[src/txfr_consts.vh]
// Constants for the transmit input realignment FIFO.
// Included by bare name from the design file; definitions only.
`ifndef TXFR_CONSTS_VH
`define TXFR_CONSTS_VH

`define TXFR_DATA_W 16
`define TXFR_BANKS 6
`define TXFR_BANK_AW 3
`define TXFR_BANK_CNT 3'h6
`define TXFR_CENTRE 3'h3
`define TXFR_NEAR_LO 3'h1
`define TXFR_NEAR_HI 3'h5
`define TXFR_BUF_DEPTH 16
`define TXFR_BUF_AW 4
`define TXFR_DIV_W 4
`define TXFR_DIV_LAST 4'hF
`define TXFR_LOCK_EDGES 2'h3
`define TXFR_REQ_HOLD 3'h2
`define TXFR_INIT_WAIT 3'h2
`define TXFR_PTR_RST 3'h0
`define TXFR_CLK_PERIOD_PS 10000
`define TXFR_DRIFT_PS 5200

`endif

[src/txfr_realign.v]
// Transmit input FIFO: 16-bit words written on input-clock edges, read on
// the internal divide-by-16 byte-clock enable, then queued in a 16-word
// buffer for the serializer. Assumes every input is synchronous to mclk
// and that the input clock is at least four times slower than mclk.
//
// How it works
// - Lock indicator rises once the transmit PLL reports lock after reset.
// - Third input-clock rising edge after lock initializes the FIFO automatically.
// - Any byte-clock to input-clock delay is accepted, captured at initialization.
// - Phase fault flag rises when read and write pointers come too close.
// - Phase fault flag stays high until the next initialization, even after the mismatch clears.
// - Realign request high two byte clocks initializes FIFO two byte clocks later.
// - Phase fault flag falls when initialization completes.
// - A realign request shorter than two byte clocks is ignored.
// - Forward mode locks the byte-clock load strobe to the reference clock.
// - FIFO is sixteen bits wide, six banks deep, written and read as described.
// - Each written bank is read exactly once by the byte clock unless the output buffer stalls.
// - A looped-back realignment may discard one to three words.
`timescale 1ns/10ps
`include "txfr_consts.vh"

module txfr_fifo #(
    parameter WIDTH = 16,
    parameter DEPTH = 16,
    parameter AW = 4
) (
    // Clock and reset
    input wire mclk,
    input wire rst,
    // Fill side
    input wire inValid,
    output wire inReady,
    input wire [WIDTH-1:0] inData,
    // Drain side
    output wire outValid,
    input wire outReady,
    output wire [WIDTH-1:0] outData
);
    reg [WIDTH-1:0] mem [0:DEPTH-1];
    reg [AW-1:0] wp_r;
    reg [AW-1:0] rp_r;
    reg [AW:0] cnt_r;
    wire push;
    wire pop;

    assign inReady = (cnt_r != DEPTH[AW:0]);
    assign outValid = (cnt_r != {(AW+1){1'b0}});
    assign outData = mem[rp_r];
    assign push = inValid & inReady;
    assign pop = outValid & outReady;

    always @(posedge mclk) begin
        if (push) begin
            mem[wp_r] <= inData;
        end
    end

    always @(posedge mclk) begin
        if (rst) begin
            wp_r <= {AW{1'b0}};
            rp_r <= {AW{1'b0}};
            cnt_r <= {(AW+1){1'b0}};
        end else begin
            if (push) begin
                wp_r <= ({1'b0, wp_r} == DEPTH[AW:0] - 1'b1) ? {AW{1'b0}} : wp_r + 1'b1;
            end
            if (pop) begin
                rp_r <= ({1'b0, rp_r} == DEPTH[AW:0] - 1'b1) ? {AW{1'b0}} : rp_r + 1'b1;
            end
            if (push && !pop) begin
                cnt_r <= cnt_r + 1'b1;
            end else if (pop && !push) begin
                cnt_r <= cnt_r - 1'b1;
            end
        end
    end
endmodule // txfr_fifo

module txfr_realign (
    // Clock and reset
    input wire mclk,
    input wire rst,
    // PLL and reference
    input wire pllLocked,
    input wire txReferenceClock,
    input wire forwardClockMode,
    output reg pllLockFlag,
    // Byte clock out
    output reg byteClockOut,
    // Parallel input from partner
    input wire txInputClock,
    input wire [15:0] txData,
    // Realign handshake
    input wire realignRequest,
    output reg phaseFaultFlag,
    // Stream toward the serializer
    output wire outValid,
    input wire outReady,
    output wire [15:0] outData
);
    reg [`TXFR_DATA_W-1:0] bank [0:`TXFR_BANKS-1];
    reg [`TXFR_DIV_W-1:0] div_r;
    reg icPrev_r;
    reg refPrev_r;
    reg lockPrev_r;
    reg [1:0] lockEdges_r;
    reg autoArmed_r;
    reg [`TXFR_BANK_AW-1:0] wrPtr_r;
    reg [`TXFR_BANK_AW-1:0] rdPtr_r;
    reg running_r;
    reg [2:0] reqCnt_r;
    reg reqUsed_r;
    reg waitOn_r;
    reg [2:0] waitCnt_r;
    reg [`TXFR_DATA_W-1:0] rdData_r;
    reg rdValid_r;
    wire icEdge;
    wire refEdge;
    wire byteEn;
    wire autoInit;
    wire reqInit;
    wire doInit;
    wire nearMiss;
    wire bufReady;
    wire [`TXFR_BANK_AW-1:0] wrNext;
    wire [`TXFR_BANK_AW-1:0] gap;
    wire [`TXFR_BANK_AW-1:0] centreRd;

    function [`TXFR_BANK_AW-1:0] bankInc;
        input [`TXFR_BANK_AW-1:0] p;
        begin
            bankInc = (p == `TXFR_BANKS - 1) ? `TXFR_PTR_RST : p + 1'b1;
        end
    endfunction

    assign icEdge = txInputClock & ~icPrev_r;
    assign refEdge = txReferenceClock & ~refPrev_r;
    assign byteEn = (div_r == `TXFR_DIV_LAST);
    assign wrNext = bankInc(wrPtr_r);
    // Distance from read to write pointer, modulo the bank count
    assign gap = (wrPtr_r >= rdPtr_r) ? wrPtr_r - rdPtr_r
                                      : wrPtr_r + `TXFR_BANK_CNT - rdPtr_r;
    assign nearMiss = running_r && ((gap <= `TXFR_NEAR_LO) || (gap >= `TXFR_NEAR_HI));
    assign autoInit = autoArmed_r && icEdge
                      && (lockEdges_r == `TXFR_LOCK_EDGES - 1'b1);
    assign reqInit = waitOn_r && byteEn && (waitCnt_r == `TXFR_INIT_WAIT - 1'b1);
    assign doInit = autoInit | reqInit;
    // Read pointer set half the depth behind the write side at this instant
    assign centreRd = (wrNext >= `TXFR_CENTRE) ? wrNext - `TXFR_CENTRE
                                               : wrNext + `TXFR_BANK_CNT - `TXFR_CENTRE;

    // Byte-clock divider; in forward mode its phase is pinned to the reference
    always @(posedge mclk) begin
        if (rst) begin
            div_r <= {`TXFR_DIV_W{1'b0}};
            byteClockOut <= 1'b0;
            refPrev_r <= 1'b0;
        end else begin
            refPrev_r <= txReferenceClock;
            if (forwardClockMode && refEdge) begin
                div_r <= {`TXFR_DIV_W{1'b0}};
            end else begin
                div_r <= div_r + 1'b1;
            end
            byteClockOut <= div_r[`TXFR_DIV_W-1];
        end
    end

    // Lock indicator and the automatic initialization after lock
    always @(posedge mclk) begin
        if (rst) begin
            pllLockFlag <= 1'b0;
            lockPrev_r <= 1'b0;
            lockEdges_r <= 2'h0;
            autoArmed_r <= 1'b0;
            icPrev_r <= 1'b0;
        end else begin
            icPrev_r <= txInputClock;
            pllLockFlag <= pllLocked;
            lockPrev_r <= pllLockFlag;
            if (pllLockFlag && !lockPrev_r) begin
                autoArmed_r <= 1'b1;
                lockEdges_r <= 2'h0;
            end else if (!pllLockFlag) begin
                autoArmed_r <= 1'b0;
            end else if (autoInit) begin
                autoArmed_r <= 1'b0;
            end else if (autoArmed_r && icEdge) begin
                lockEdges_r <= lockEdges_r + 1'b1;
            end
        end
    end

    // Realign request: qualified after two byte clocks, acted on two later
    always @(posedge mclk) begin
        if (rst) begin
            reqCnt_r <= 3'h0;
            reqUsed_r <= 1'b0;
            waitOn_r <= 1'b0;
            waitCnt_r <= 3'h0;
        end else begin
            if (!realignRequest) begin
                reqCnt_r <= 3'h0;
                reqUsed_r <= 1'b0;
            end else if (byteEn && !reqUsed_r) begin
                if (reqCnt_r == `TXFR_REQ_HOLD - 1'b1) begin
                    reqUsed_r <= 1'b1;
                    waitOn_r <= 1'b1;
                    waitCnt_r <= 3'h0;
                end
                reqCnt_r <= reqCnt_r + 1'b1;
            end
            if (reqInit || autoInit) begin
                waitOn_r <= 1'b0;
            end else if (waitOn_r && byteEn) begin
                waitCnt_r <= waitCnt_r + 1'b1;
            end
        end
    end

    // Bank writes on input-clock edges
    always @(posedge mclk) begin
        if (icEdge) begin
            bank[wrPtr_r] <= txData;
        end
    end

    // Pointers, bank reads and the fault flag
    always @(posedge mclk) begin
        if (rst) begin
            wrPtr_r <= `TXFR_PTR_RST;
            rdPtr_r <= `TXFR_PTR_RST;
            running_r <= 1'b0;
            phaseFaultFlag <= 1'b0;
            rdData_r <= {`TXFR_DATA_W{1'b0}};
            rdValid_r <= 1'b0;
        end else begin
            if (icEdge) begin
                wrPtr_r <= wrNext;
            end
            rdValid_r <= 1'b0;
            if (doInit) begin
                // Delay between byte clock and input clock is frozen here
                rdPtr_r <= centreRd;
                running_r <= 1'b1;
                phaseFaultFlag <= 1'b0;
            end else begin
                if (nearMiss) begin
                    phaseFaultFlag <= 1'b1;
                end
                // A stalled buffer skips a read; the drift then shows as a fault
                if (running_r && byteEn && bufReady) begin
                    rdData_r <= bank[rdPtr_r];
                    rdValid_r <= ~phaseFaultFlag;
                    rdPtr_r <= bankInc(rdPtr_r);
                end
            end
        end
    end

    txfr_fifo #(
        .WIDTH(`TXFR_DATA_W),
        .DEPTH(`TXFR_BUF_DEPTH),
        .AW(`TXFR_BUF_AW)
    ) i_txfr_fifo (
        .mclk(mclk),
        .rst(rst),
        .inValid(rdValid_r),
        .inReady(bufReady),
        .inData(rdData_r),
        .outValid(outValid),
        .outReady(outReady),
        .outData(outData)
    );
endmodule // txfr_realign

[config.mk]
export PLATFORM = sky130hd
export DESIGN_NAME = txfr_realign
export DESIGN_NICKNAME = d
export VERILOG_FILES = /design/src/txfr_realign.v
export VERILOG_INCLUDE_DIRS = /design/src
export SDC_FILE = /design/constraint.sdc
export NUM_CORES = 1
export LEC_CHECK = 0
export BUFFER_PORTS_ARGS = -buffer_cell sky130_fd_sc_hd__buf_2
export CAP_MARGIN = 20
export CORE_MARGIN = 1.5
export CORE_UTILIZATION = 35
export CTS_CLUSTER_DIAMETER = 100
export DETAILED_ROUTE_END_ITERATION = 12
export PLACE_DENSITY = 0.54
export SYNTH_ARGS = -nofsm -noshare
export SYNTH_HDL_FRONTEND = slang
export SYNTH_HIERARCHICAL = 1
export SYNTH_SLANG_ARGS = --single-unit
[constraint.sdc]
create_clock -name mclk -period 5.9 [get_ports mclk]
set_clock_uncertainty 0.15 [all_clocks]
set_input_delay 0.59 -clock mclk [delete_from_list [all_inputs] [get_ports mclk]]
set_output_delay 0.59 -clock mclk [all_outputs]
set_load 0.02 [all_outputs]
==> results of run 1 <==
placed cells by master, fill, tap and decap left out, types with 20 or more instances in the layout:
cell type,synthesis,layout
nor2_1,57,45
nand2_1,46,46
dfxtp_1,62,59
a22oi_1,32,32
inv_1,20,20
ha_1,21,21
buf_2,1,43
clkbuf_16,0,47
a21oi_1,22,22
edfxtp_1,352,352
mux4_2,75,75
mux2i_1,23,23
buf_4,4,30
per-stage QoR:
| step | hold slack [ns] | worst slack (ns) | cells |
|---|---|---|---|
| floorplan | 0.265 | 2.84 | 894 |
| global placement | 0.280 | 2.45 | 1528 |
| detailed placement | 0.286 | 2.43 | 1528 |
| CTS | 0.0646 | 1.80 | 1609 |
| global route | 0.0984 | 1.70 | 1610 |
| finish | 0.0952 | 1.95 | 1610 |
sequential cells by signal (all words and copies together), names as in the netlist, 2 cells and up, named ones only:
signal and cells:
i_txfr_fifo/cnt_r 5, rdData_r 16, div_r 4, waitCnt_r 3, reqCnt_r 3, lockEdges_r 2, rdPtr_r 3, wrPtr_r 3
i_txfr_fifo/wp_r 4, bank 96, i_txfr_fifo/rp_r 4, i_txfr_fifo/mem 256
power breakdown:
part           switching, W  internal, W  total [W]  leakage, nW
Combinational      0.000382     0.000371   0.000753         1.60
Sequential         0.000133      0.00318    0.00332         4.28
Clock               0.00110      0.00154    0.00265        0.684
synth_stat cells (all sizes together) (3+ instances only):
library cell	number
nor4	4
a211o	16
a31oi	3
edfxtp	352
nand2b	6
nor3	10
a21o	3
nand2	46
a21oi	34
and2	3
mux2i	23
nor2	57
o21ai	4
ha	21
xnor2	7
mux4	80
xor2	5
a211oi	6
clkbuf	28
inv	20
nor3b	3
nor2b	12
nand3	8
dfxtp	62
a22oi	32
buf	17
final timing paths:
kind | from | to | slack [ns] | cells after the start
setup / recovery | flip-flop | outData[14] | 1.95 | 5
hold / removal | pllLocked | pllLockFlag | 0.1 | 2
setup reg to reg | i_txfr_fifo/cnt_r[0] | i_txfr_fifo/cnt_r[4] | 2.87 | 9
hold reg to reg | waitCnt_r[2] | waitCnt_r[2] | 0.30 | 1
cell families after synthesis:
| family | Yosys count | share of synthesized area |
|---|---|---|
| AO/OA/AOI/OAI | 111 | 0.0528 |
| flip-flops | 414 | 0.720 |
| buffers and inverters | 66 | 0.0271 |
| AND/OR/NAND/NOR | 162 | 0.0473 |
| XOR/XNOR | 13 | 0.00778 |
| adder cells (fa/ha/maj) | 23 | 0.0185 |
| multiplexers | 105 | 0.126 |
layout make-up:
cell class                 instances  area [um2]
sequential                       414       11800
timing repair buffer              74         468
clock buffer                      58        1220
multi-input combinational        414        4220
fill                            4144       27600
clock inverter                    23         168
inverter                          20        75.1
tap                              607         759
metal layers:
layer | routed length, um | GRT usage | vias up
met5 | 27 | 0 | -
met4 | 723 | 0.0495 | 4
met1 | 14700 | 0.191 | 4193
li1 | - | - | 3704
met2 | 16900 | 0.250 | 150
met3 | 1490 | 0.0258 | 51
worst max-delay path: cells and delay by family, from the launching register on:
kind	cells	cell delay, ns
flip-flops	1	0.98
buffers and inverters	2	0.67
multiplexers	1	0.55
AO/OA/AOI/OAI	1	0.30
AND/OR/NAND/NOR	1	0.10
==> impl_metrics.env, run 1 <==
export IMPL_drt_vias_per_instance=5.03
export IMPL_fmax_mhz=253
export IMPL_cp_arrival_ns=3.21
export IMPL_drt_wirelength_per_cell_um=21.0
export IMPL_drtIter0Drc=541
export IMPL_worst_path_largest_cell_delay_ns=0.98
export IMPL_final_min_clock_period_ns=3.95
export IMPL_antenna_diode_count=0
export IMPL_finalCoreUtilization=0.404
export IMPL_routed_via_count=8102
export IMPL_synth_async_reset_ratio=0
export IMPL_path_clk_slew_ns=0.06
export IMPL_fin_tns_setup_ns=0
export IMPL_max_cap_violations=0
export IMPL_fp_dieArea_um2=48200
export IMPL_placeableCoreArea_um2=46400
export IMPL_cts_num_sinks=414
export IMPL_cts_tree="built"
export IMPL_first_pass_iters=5
export IMPL_port_buffers=43
export IMPL_antenna_left=0
export IMPL_synthesis_instances=894
export IMPL_cp_startpoint_kind="flip-flop"
export IMPL_layout_drive_gt1_share=0.262
export IMPL_start_util=0.354
export IMPL_netlist_cell_type_count=66
export IMPL_fin_nets=1016
export IMPL_critPathMaxFanout=46
export IMPL_setup_violation_total_in_the_final_timing_report=0
export IMPL_die_height_um=219
export IMPL_status="finished, final reports clean"
export IMPL_hold_path_class="input pin to flip-flop"
export IMPL_worst_endpoint_required_ns=5.16
export IMPL_grt_overflow_total=0
export IMPL_clkLatencyLatePin_ns=0.57
export IMPL_ctsRootBufferMaster="clkbuf_16"
export IMPL_synth_top_area_cell="edfxtp_1"
export IMPL_mappedNetlistArea_um2=16400
export IMPL_crit_type="flip-flop to primary output"
export IMPL_critPathCaptureType="primary output"
export IMPL_cts_resized=0
export IMPL_grt_pass1_wl_um=52300
export IMPL_cts_buffers_inserted=45
export IMPL_worst_slew_pin_slew_ns=1.05
export IMPL_cell_types_occupying_the_most_area_after_synthesis="edfxtp_1 64%, mux4_2 10%, dfxtp_1 7.6%"
export IMPL_chipWidth_um=219
export IMPL_critical_path_top_delay_cell="dfxtp_4"
export IMPL_number_of_hold_buffers_added_after_cts=0
export IMPL_power_leakage_nw=6.57
export IMPL_p_total_w=0.00671
export IMPL_antenna_found_initial=2
export IMPL_gpl_final_weighted_congestion=0.709
export IMPL_boundaryPins=44
export IMPL_timing_final_max_slew_violations=0
export IMPL_vdd_drop_max_v=0.000208
export IMPL_clk_path_buf_depth=3
export IMPL_yosys_most_used_dff="edfxtp_1"
export IMPL_final_min_period_over_clock_period=0.669
export IMPL_post_route_cell_area_um2=18700
export IMPL_floorplan_rows=79
export IMPL_cts_htree_levels=2
export IMPL_synthesis_area_per_instance_um2=18.3
export IMPL_synth_edf_count=352
export IMPL_mapped_nets=941
export IMPL_first_global_vias=8368
export IMPL_placed_cell_area_um2=17300
export IMPL_rsz0062_at_grt="no"
export IMPL_synth_yosys_seq_area_share=0.720
export IMPL_timing_slew_headroom=0.302
export IMPL_yosysWarnings=6
export IMPL_overall_global_routing_usage=0.147
export IMPL_grt_max_degree=47
export IMPL_synth_seq_cells=414
export IMPL_timing_critical_path_cells="buf_4, mux4_2, a22oi_1, nand2_1, buf_2"
export IMPL_power_per_cell_area_nw_per_um2=359
export IMPL_post_cts_repair_setup_buffers=0
export IMPL_share_of_the_synthesized_area_in_the_top_cell_type=0.644
export IMPL_final_hold_violation_count=0
export IMPL_post_dp_hpwl_um=18600
export IMPL_area_growth_syn_to_layout_pct=14.2
export IMPL_detail_route_drc_violations=0
export IMPL_route_final_wire_length_um=33800
(Power assumes the default switching activity.)
==> run 2, diff against run 1 <==
Settings changed: ABC_AREA from default to 1.
Clock period 5.9 ns to 3.9 ns, I/O delays scaled along.
==> impl_metrics.env, run 2 <==
export IMPL_routed_via_count=11400
export IMPL_fmax_mhz=315
export IMPL_fin_nets=1737
export IMPL_number_of_inserted_filler_cells_in_the_final_layout=4763
export IMPL_placeableCoreArea_um2=49100
export IMPL_critPathMaxFanout=37
export IMPL_max_cap_violations=0
export IMPL_first_global_vias=10600
export IMPL_synth_yosys_seq_area_share=0.678
export IMPL_power_switching_w=0.00264
export IMPL_vdd_drop_max_v=0.000316
export IMPL_area_growth_syn_to_layout_pct=14.2
export IMPL_cts_htree_levels=2
export IMPL_largest_family_of_logic_cells_by_synthesized_area="simple AND/OR/NAND/NOR gates"
export IMPL_synth_common_cells="462 x nand2_1, 352 x edfxtp_1, 181 x nand3_1, 170 x nor2_1, 124 x inv_1"
export IMPL_p_total_w=0.0103
export IMPL_layout_cells_most_common="nand2_1"
export IMPL_drtIter0Drc=809
export IMPL_timing_slew_headroom=0.267
export IMPL_synth_area_mux_share=0
export IMPL_grt_overflow_total=0
export IMPL_grt_max_degree=54
export IMPL_cp_arrival_ns=2.64
export IMPL_yosysWarnings=6
export IMPL_yosys_most_used_dff="edfxtp_1"
export IMPL_synth_edf_count=352
export IMPL_gpl_final_weighted_congestion=0.801
export IMPL_dominant_cell_by_count_in_the_synthesized_netlist="nand2_1"
export IMPL_cts_num_sinks=414
export IMPL_cts_tree="built"
export IMPL_layout_drive_gt1_share=0.100
export IMPL_worst_path_largest_cell_delay_ns=0.42
export IMPL_boundaryPins=44
export IMPL_fp_dieArea_um2=51100
export IMPL_power_share_switching=0.257
export IMPL_setup_violation_total_in_the_final_timing_report=0
export IMPL_floorplan_rows=81
export IMPL_fin_tns_setup_ns=0
export IMPL_antenna_found_initial=0
export IMPL_drt_wirelength_per_cell_um=17.5
export IMPL_synth_top_area_cell="edfxtp_1"
export IMPL_grt_pass1_wl_um=63500
export IMPL_post_cts_repair_setup_buffers=0
export IMPL_chipWidth_um=226
export IMPL_cts_buffers_inserted=45
export IMPL_critPathCaptureType="primary output"
export IMPL_status="finished, final reports clean"
export IMPL_path_common_cell="nand2_1"
export IMPL_cellInternalPower_w=0.00763
export IMPL_clkLatencyLatePin_ns=0.60
export IMPL_crit_type="flip-flop to primary output"
export IMPL_mapped_nets=1685
export IMPL_synthesized_area_fraction_occupied_by_ao_oa_aoi_and_oai_cells=0.0398
export IMPL_die_height_um=226
export IMPL_synth_async_reset_ratio=0
export IMPL_post_place_ws_ns=1.17
export IMPL_post_dp_hpwl_um=24600
export IMPL_synthesis_instances=1638
export IMPL_netlist_cell_type_count=41
export IMPL_clk_path_buf_depth=3
export IMPL_clock_network_power_share=0.408
export IMPL_setup_reg_to_reg_worst_slack_ns=1.21
export IMPL_drt_vias_per_instance=4.77
export IMPL_hold_path_class="input pin to flip-flop"
export IMPL_timing_final_ws_setup_ns=0.721
export IMPL_synthSimpleGateAreaFrac=0.206
export IMPL_final_hold_violation_count=0
export IMPL_part_of_the_power_in_combinational_logic=0.118
export IMPL_rsz0062_at_grt="no"
export IMPL_synth_seq_cells=414
export IMPL_port_buffers=43
export IMPL_final_min_period_over_clock_period=0.815
export IMPL_antenna_left=0
export IMPL_path_clk_slew_ns=0.06
export IMPL_power_per_cell_area_nw_per_um2=516
export IMPL_final_min_clock_period_ns=3.18
export IMPL_worst_slew_pin_slew_ns=1.10
export IMPL_start_util=0.355
export IMPL_largestRegisters="i_txfr_fifo/mem x256, bank x96, rdData_r x16"
export IMPL_critical_path_top_delay_cell="dfxtp_4"
export IMPL_synthXorXnorAreaFrac=0.00302
export IMPL_detail_route_drc_violations=0
export IMPL_cell_types_occupying_the_most_area_after_synthesis="edfxtp_1 61%, nand2_1 10%, dfxtp_1 7.1%"
export IMPL_power_leakage_nw=7.89
export IMPL_yosys_area_share_adder=0.0174
export IMPL_largest_register="i_txfr_fifo/mem"
export IMPL_largest_reg_flops=256
export IMPL_synthesis_area_per_instance_um2=10.6
export IMPL_first_pass_iters=5
export IMPL_cp_startpoint_kind="flip-flop"
export IMPL_route_final_wire_length_um=41800
export IMPL_timing_critical_path_cells="inv_4, buf_4, nand2_1, nand2_1, nand2_1, nand3_1, nand3_1, nand2_1, buf_2"
export IMPL_worst_endpoint_required_ns=3.36
export IMPL_ctsRootBufferMaster="clkbuf_16"
export IMPL_mappedNetlistArea_um2=17400
export IMPL_share_of_the_synthesized_area_in_the_top_cell_type=0.607
export IMPL_share_seq_of_total_power=0.473
export IMPL_timing_final_max_slew_violations=0
export IMPL_overall_global_routing_usage=0.166
export IMPL_layout_cells_most_common_list="462 x nand2_1, 352 x edfxtp_1, 181 x nand3_1, 154 x nor2_1, 124 x inv_1"
-- run 2: critical path, delay by kind of cell, from the launching register on --
family                 cells  cell delay (ns)
buffers and inverters      3             0.93
AND/OR/NAND/NOR            6             0.69
flip-flops                 1             0.42
-- run 2: kinds of logic after synthesis --
kind of cell | after synthesis
compound gates | 131
xor+xnor | 6
fa+ha+maj | 23
buf+inv | 213
flops | 414
simple gates | 851
-- run 2: metal layers --
layer	up-vias	global-route usage	routed length, um
li1	5605	-	-
met5	-	0	0
met1	5440	0.223	18800
met2	272	0.269	19600
met3	73	0.0366	2430
met4	0	0.0488	1030
-- run 2: repair_timing --
action,in CTS,in global routing
hold buffers,21,0
setup endpoints to repair,0,0
hold endpoints to repair,104,0
resized for setup,0,0
-- run 2: per-stage QoR --
step                      cell area [um2]   util  hold WS, ns  std cells
after floorplan                     17400      -        0.268       1638
after CTS                           19900  0.405       0.0115       2386
after global routing                19900  0.406       0.0340       2387
after global placement              18200  0.371        0.281       2285
after detailed placement            18200  0.371        0.295       2285
final                               19900  0.406       0.0351       2388
-- run 2: path summary, 6_finish.rpt --
check | start | endpoint | depth (start not counted)
worst max-delay path | flip-flop | outData[1] | 9
worst min-delay path | realignRequest | waitOn_r | 3
worst max register to register | i_txfr_fifo/cnt_r[0] | i_txfr_fifo/mem[9][0] | 6
worst min register to register | div_r[0] | div_r[0] | 1
-- run 2: layout make-up --
class,count,area [um2],share of cell area
flip-flops and latches,414,11800,0.594
clock inverters,15,169,0.00849
multi-input cells,1011,4670,0.235
well taps,664,831,0.0417
inverters,131,502,0.0252
repair buffers,87,628,0.0316
clock buffers,65,1280,0.0643
diodes,1,2.50,0.000126
-- run 2: power groups by stage --
stage	clock network (W)	registers, W	logic [W]
after detailed placement	0	0.00495	0.00121
after global placement	0	0.00495	0.00121
after floorplan	0	0.00493	0.000901
after CTS	0.00429	0.00486	0.00123
final	0.00419	0.00486	0.00122
after global routing	0.00446	0.00487	0.00136
==> run 3, diff against run 2 <==
Settings changed: ABC_AREA 1 to 0, PLACE_DENSITY 0.54 to 0.56.
Clock period 3.9 ns to 2.7 ns, I/O delays scaled along.
==> impl_metrics.env, run 3 (same netlist as run 1, synthesis figures left out) <==
export IMPL_clk_path_buf_depth=3
export IMPL_timing_slew_headroom=0.563
export IMPL_cts_buffers_inserted=44
export IMPL_crit_type="flip-flop to primary output"
export IMPL_gpl_final_weighted_congestion=0.704
export IMPL_cts_tree="built"
export IMPL_fin_nets=1071
export IMPL_overall_global_routing_usage=0.143
export IMPL_drt_vias_per_instance=4.94
export IMPL_largest_register="i_txfr_fifo/mem"
export IMPL_first_global_vias=8616
export IMPL_post_place_cells=1546
export IMPL_stdcell_count=1664
export IMPL_placeableCoreArea_um2=46400
export IMPL_post_dp_hpwl_um=19100
export IMPL_hold_path_class="input pin to flip-flop"
export IMPL_antenna_left=0
export IMPL_largest_reg_flops=256
export IMPL_worst_endpoint_required_ns=2.28
export IMPL_cp_arrival_ns=2.30
export IMPL_start_util=0.354
export IMPL_clkLatencyLatePin_ns=0.56
export IMPL_timing_final_ws_setup_ns=-0.0154
export IMPL_routed_via_count=8217
export IMPL_status="finished, violations left"
export IMPL_layout_cells_most_common="edfxtp_1"
export IMPL_final_hold_violation_count=0
export IMPL_detail_route_drc_violations=0
export IMPL_first_pass_iters=4
export IMPL_cts_num_sinks=414
export IMPL_grt_max_degree=36
export IMPL_ctsRootBufferMaster="clkbuf_16"
export IMPL_boundaryPins=44
export IMPL_power_per_cell_area_nw_per_um2=793
export IMPL_path_clk_slew_ns=0.05
export IMPL_final_min_clock_period_ns=2.72
export IMPL_grt_overflow_total=0
export IMPL_layout_cells_most_common_list="352 x edfxtp_1, 75 x mux4_2, 58 x dfxtp_1, 53 x nor2_1"
export IMPL_fmax_mhz=368
export IMPL_layout_drive_gt1_share=0.305
export IMPL_drtIter0Drc=494
export IMPL_violations="setup timing"
export IMPL_final_min_period_over_clock_period=1.01
export IMPL_floorplan_rows=79
export IMPL_max_cap_violations=0
export IMPL_cp_startpoint_kind="flip-flop"
export IMPL_antenna_diode_count=0
export IMPL_cts_htree_levels=2
export IMPL_grt_pass1_wl_um=51300
export IMPL_p_total_w=0.0156
export IMPL_vdd_drop_max_v=0.000554
export IMPL_critPathCaptureType="primary output"
export IMPL_largestRegisters="i_txfr_fifo/mem x256, bank x96, rdData_r x16"
export IMPL_critPathMaxFanout=7
export IMPL_antenna_found_initial=0
export IMPL_timing_final_max_slew_violations=0
export IMPL_rsz0062_at_grt="yes"
export IMPL_area_growth_syn_to_layout_pct=20.2
export IMPL_chipWidth_um=219
export IMPL_die_height_um=219
export IMPL_power_leakage_nw=6.94
export IMPL_drt_wirelength_per_cell_um=20.0
export IMPL_fp_dieArea_um2=48200
export IMPL_fin_tns_setup_ns=-0.0289
export IMPL_setup_violation_total_in_the_final_timing_report=2
export IMPL_port_buffers=43
export IMPL_worst_slew_pin_slew_ns=0.655
export IMPL_route_final_wire_length_um=33300
## run 3: repair_timing
item / in CTS / in global routing
resized for setup: 36 / 26
hold buffers: 23 / 0
cloned: 6 / 1
pin swaps: 11 / 13
buffers inserted: 3 / 6
endpoints found under the hold margin: 114 / 0
setup endpoints to repair: 16 / 18
## run 3: critical path: stages (launching register included)
cell and delay, ns:
dfxtp_4 0.39, buf_12 0.14, buf_16 0.14, mux4_2 0.50, a22oi_2 0.27, nand2_1 0.12
buf_2 0.18
## run 3: worst paths after layout
| kind | from | to | slack, ns | cells after the start |
|---|---|---|---|---|
| hold reg to reg | div_r[0] | div_r[0] | 0.30 | 1 |
| setup reg to reg | i_txfr_fifo/cnt_r[2] | i_txfr_fifo/cnt_r[4] | 0.07 | 9 |
| hold / removal | outReady | flip-flop | 0.04 | 4 |
| setup / recovery | flip-flop | outData[3] | -0.02 | 6 |
## run 3: layout make-up
| type | count | area [um2] |
|---|---|---|
| fillers | 4067 | 26600 |
| flip-flops and latches | 414 | 11800 |
| multi-input cells | 414 | 4410 |
| repair buffers | 130 | 1260 |
| clock buffers | 65 | 1230 |
| well taps | 607 | 759 |
| clock inverters | 14 | 153 |
| inverters | 20 | 80.1 |
## run 3: layer usage
layer | vias up | track usage | share of wire
met5 | - | 0 | 0
met4 | 0 | 0.0450 | 0.020
met3 | 48 | 0.0258 | 0.058
met2 | 165 | 0.248 | 0.50
met1 | 4184 | 0.182 | 0.42
li1 | 3820 | - | -
## run 3: per-stage QoR
stage	area, um2	setup slack [ns]	hold WS, ns	util
detailed placement	17600	0.0251	0.292	0.379
global route	19700	-0.102	0.0605	0.425
floorplan	16400	0.000128	0.199	-
CTS	19500	-0.0582	0.0212	0.421
finish	19700	-0.0154	0.0424	0.425
global placement	17600	0.0642	0.282	0.379
## run 3: report_power, final
part | internal [W] | total (W) | switching [W]
registers | 0.00696 | 0.00705 | 0.0000915
clock network | 0.00345 | 0.00581 | 0.00236
logic | 0.00151 | 0.00279 | 0.00127
total | 0.0119 | 0.0156 | 0.00372
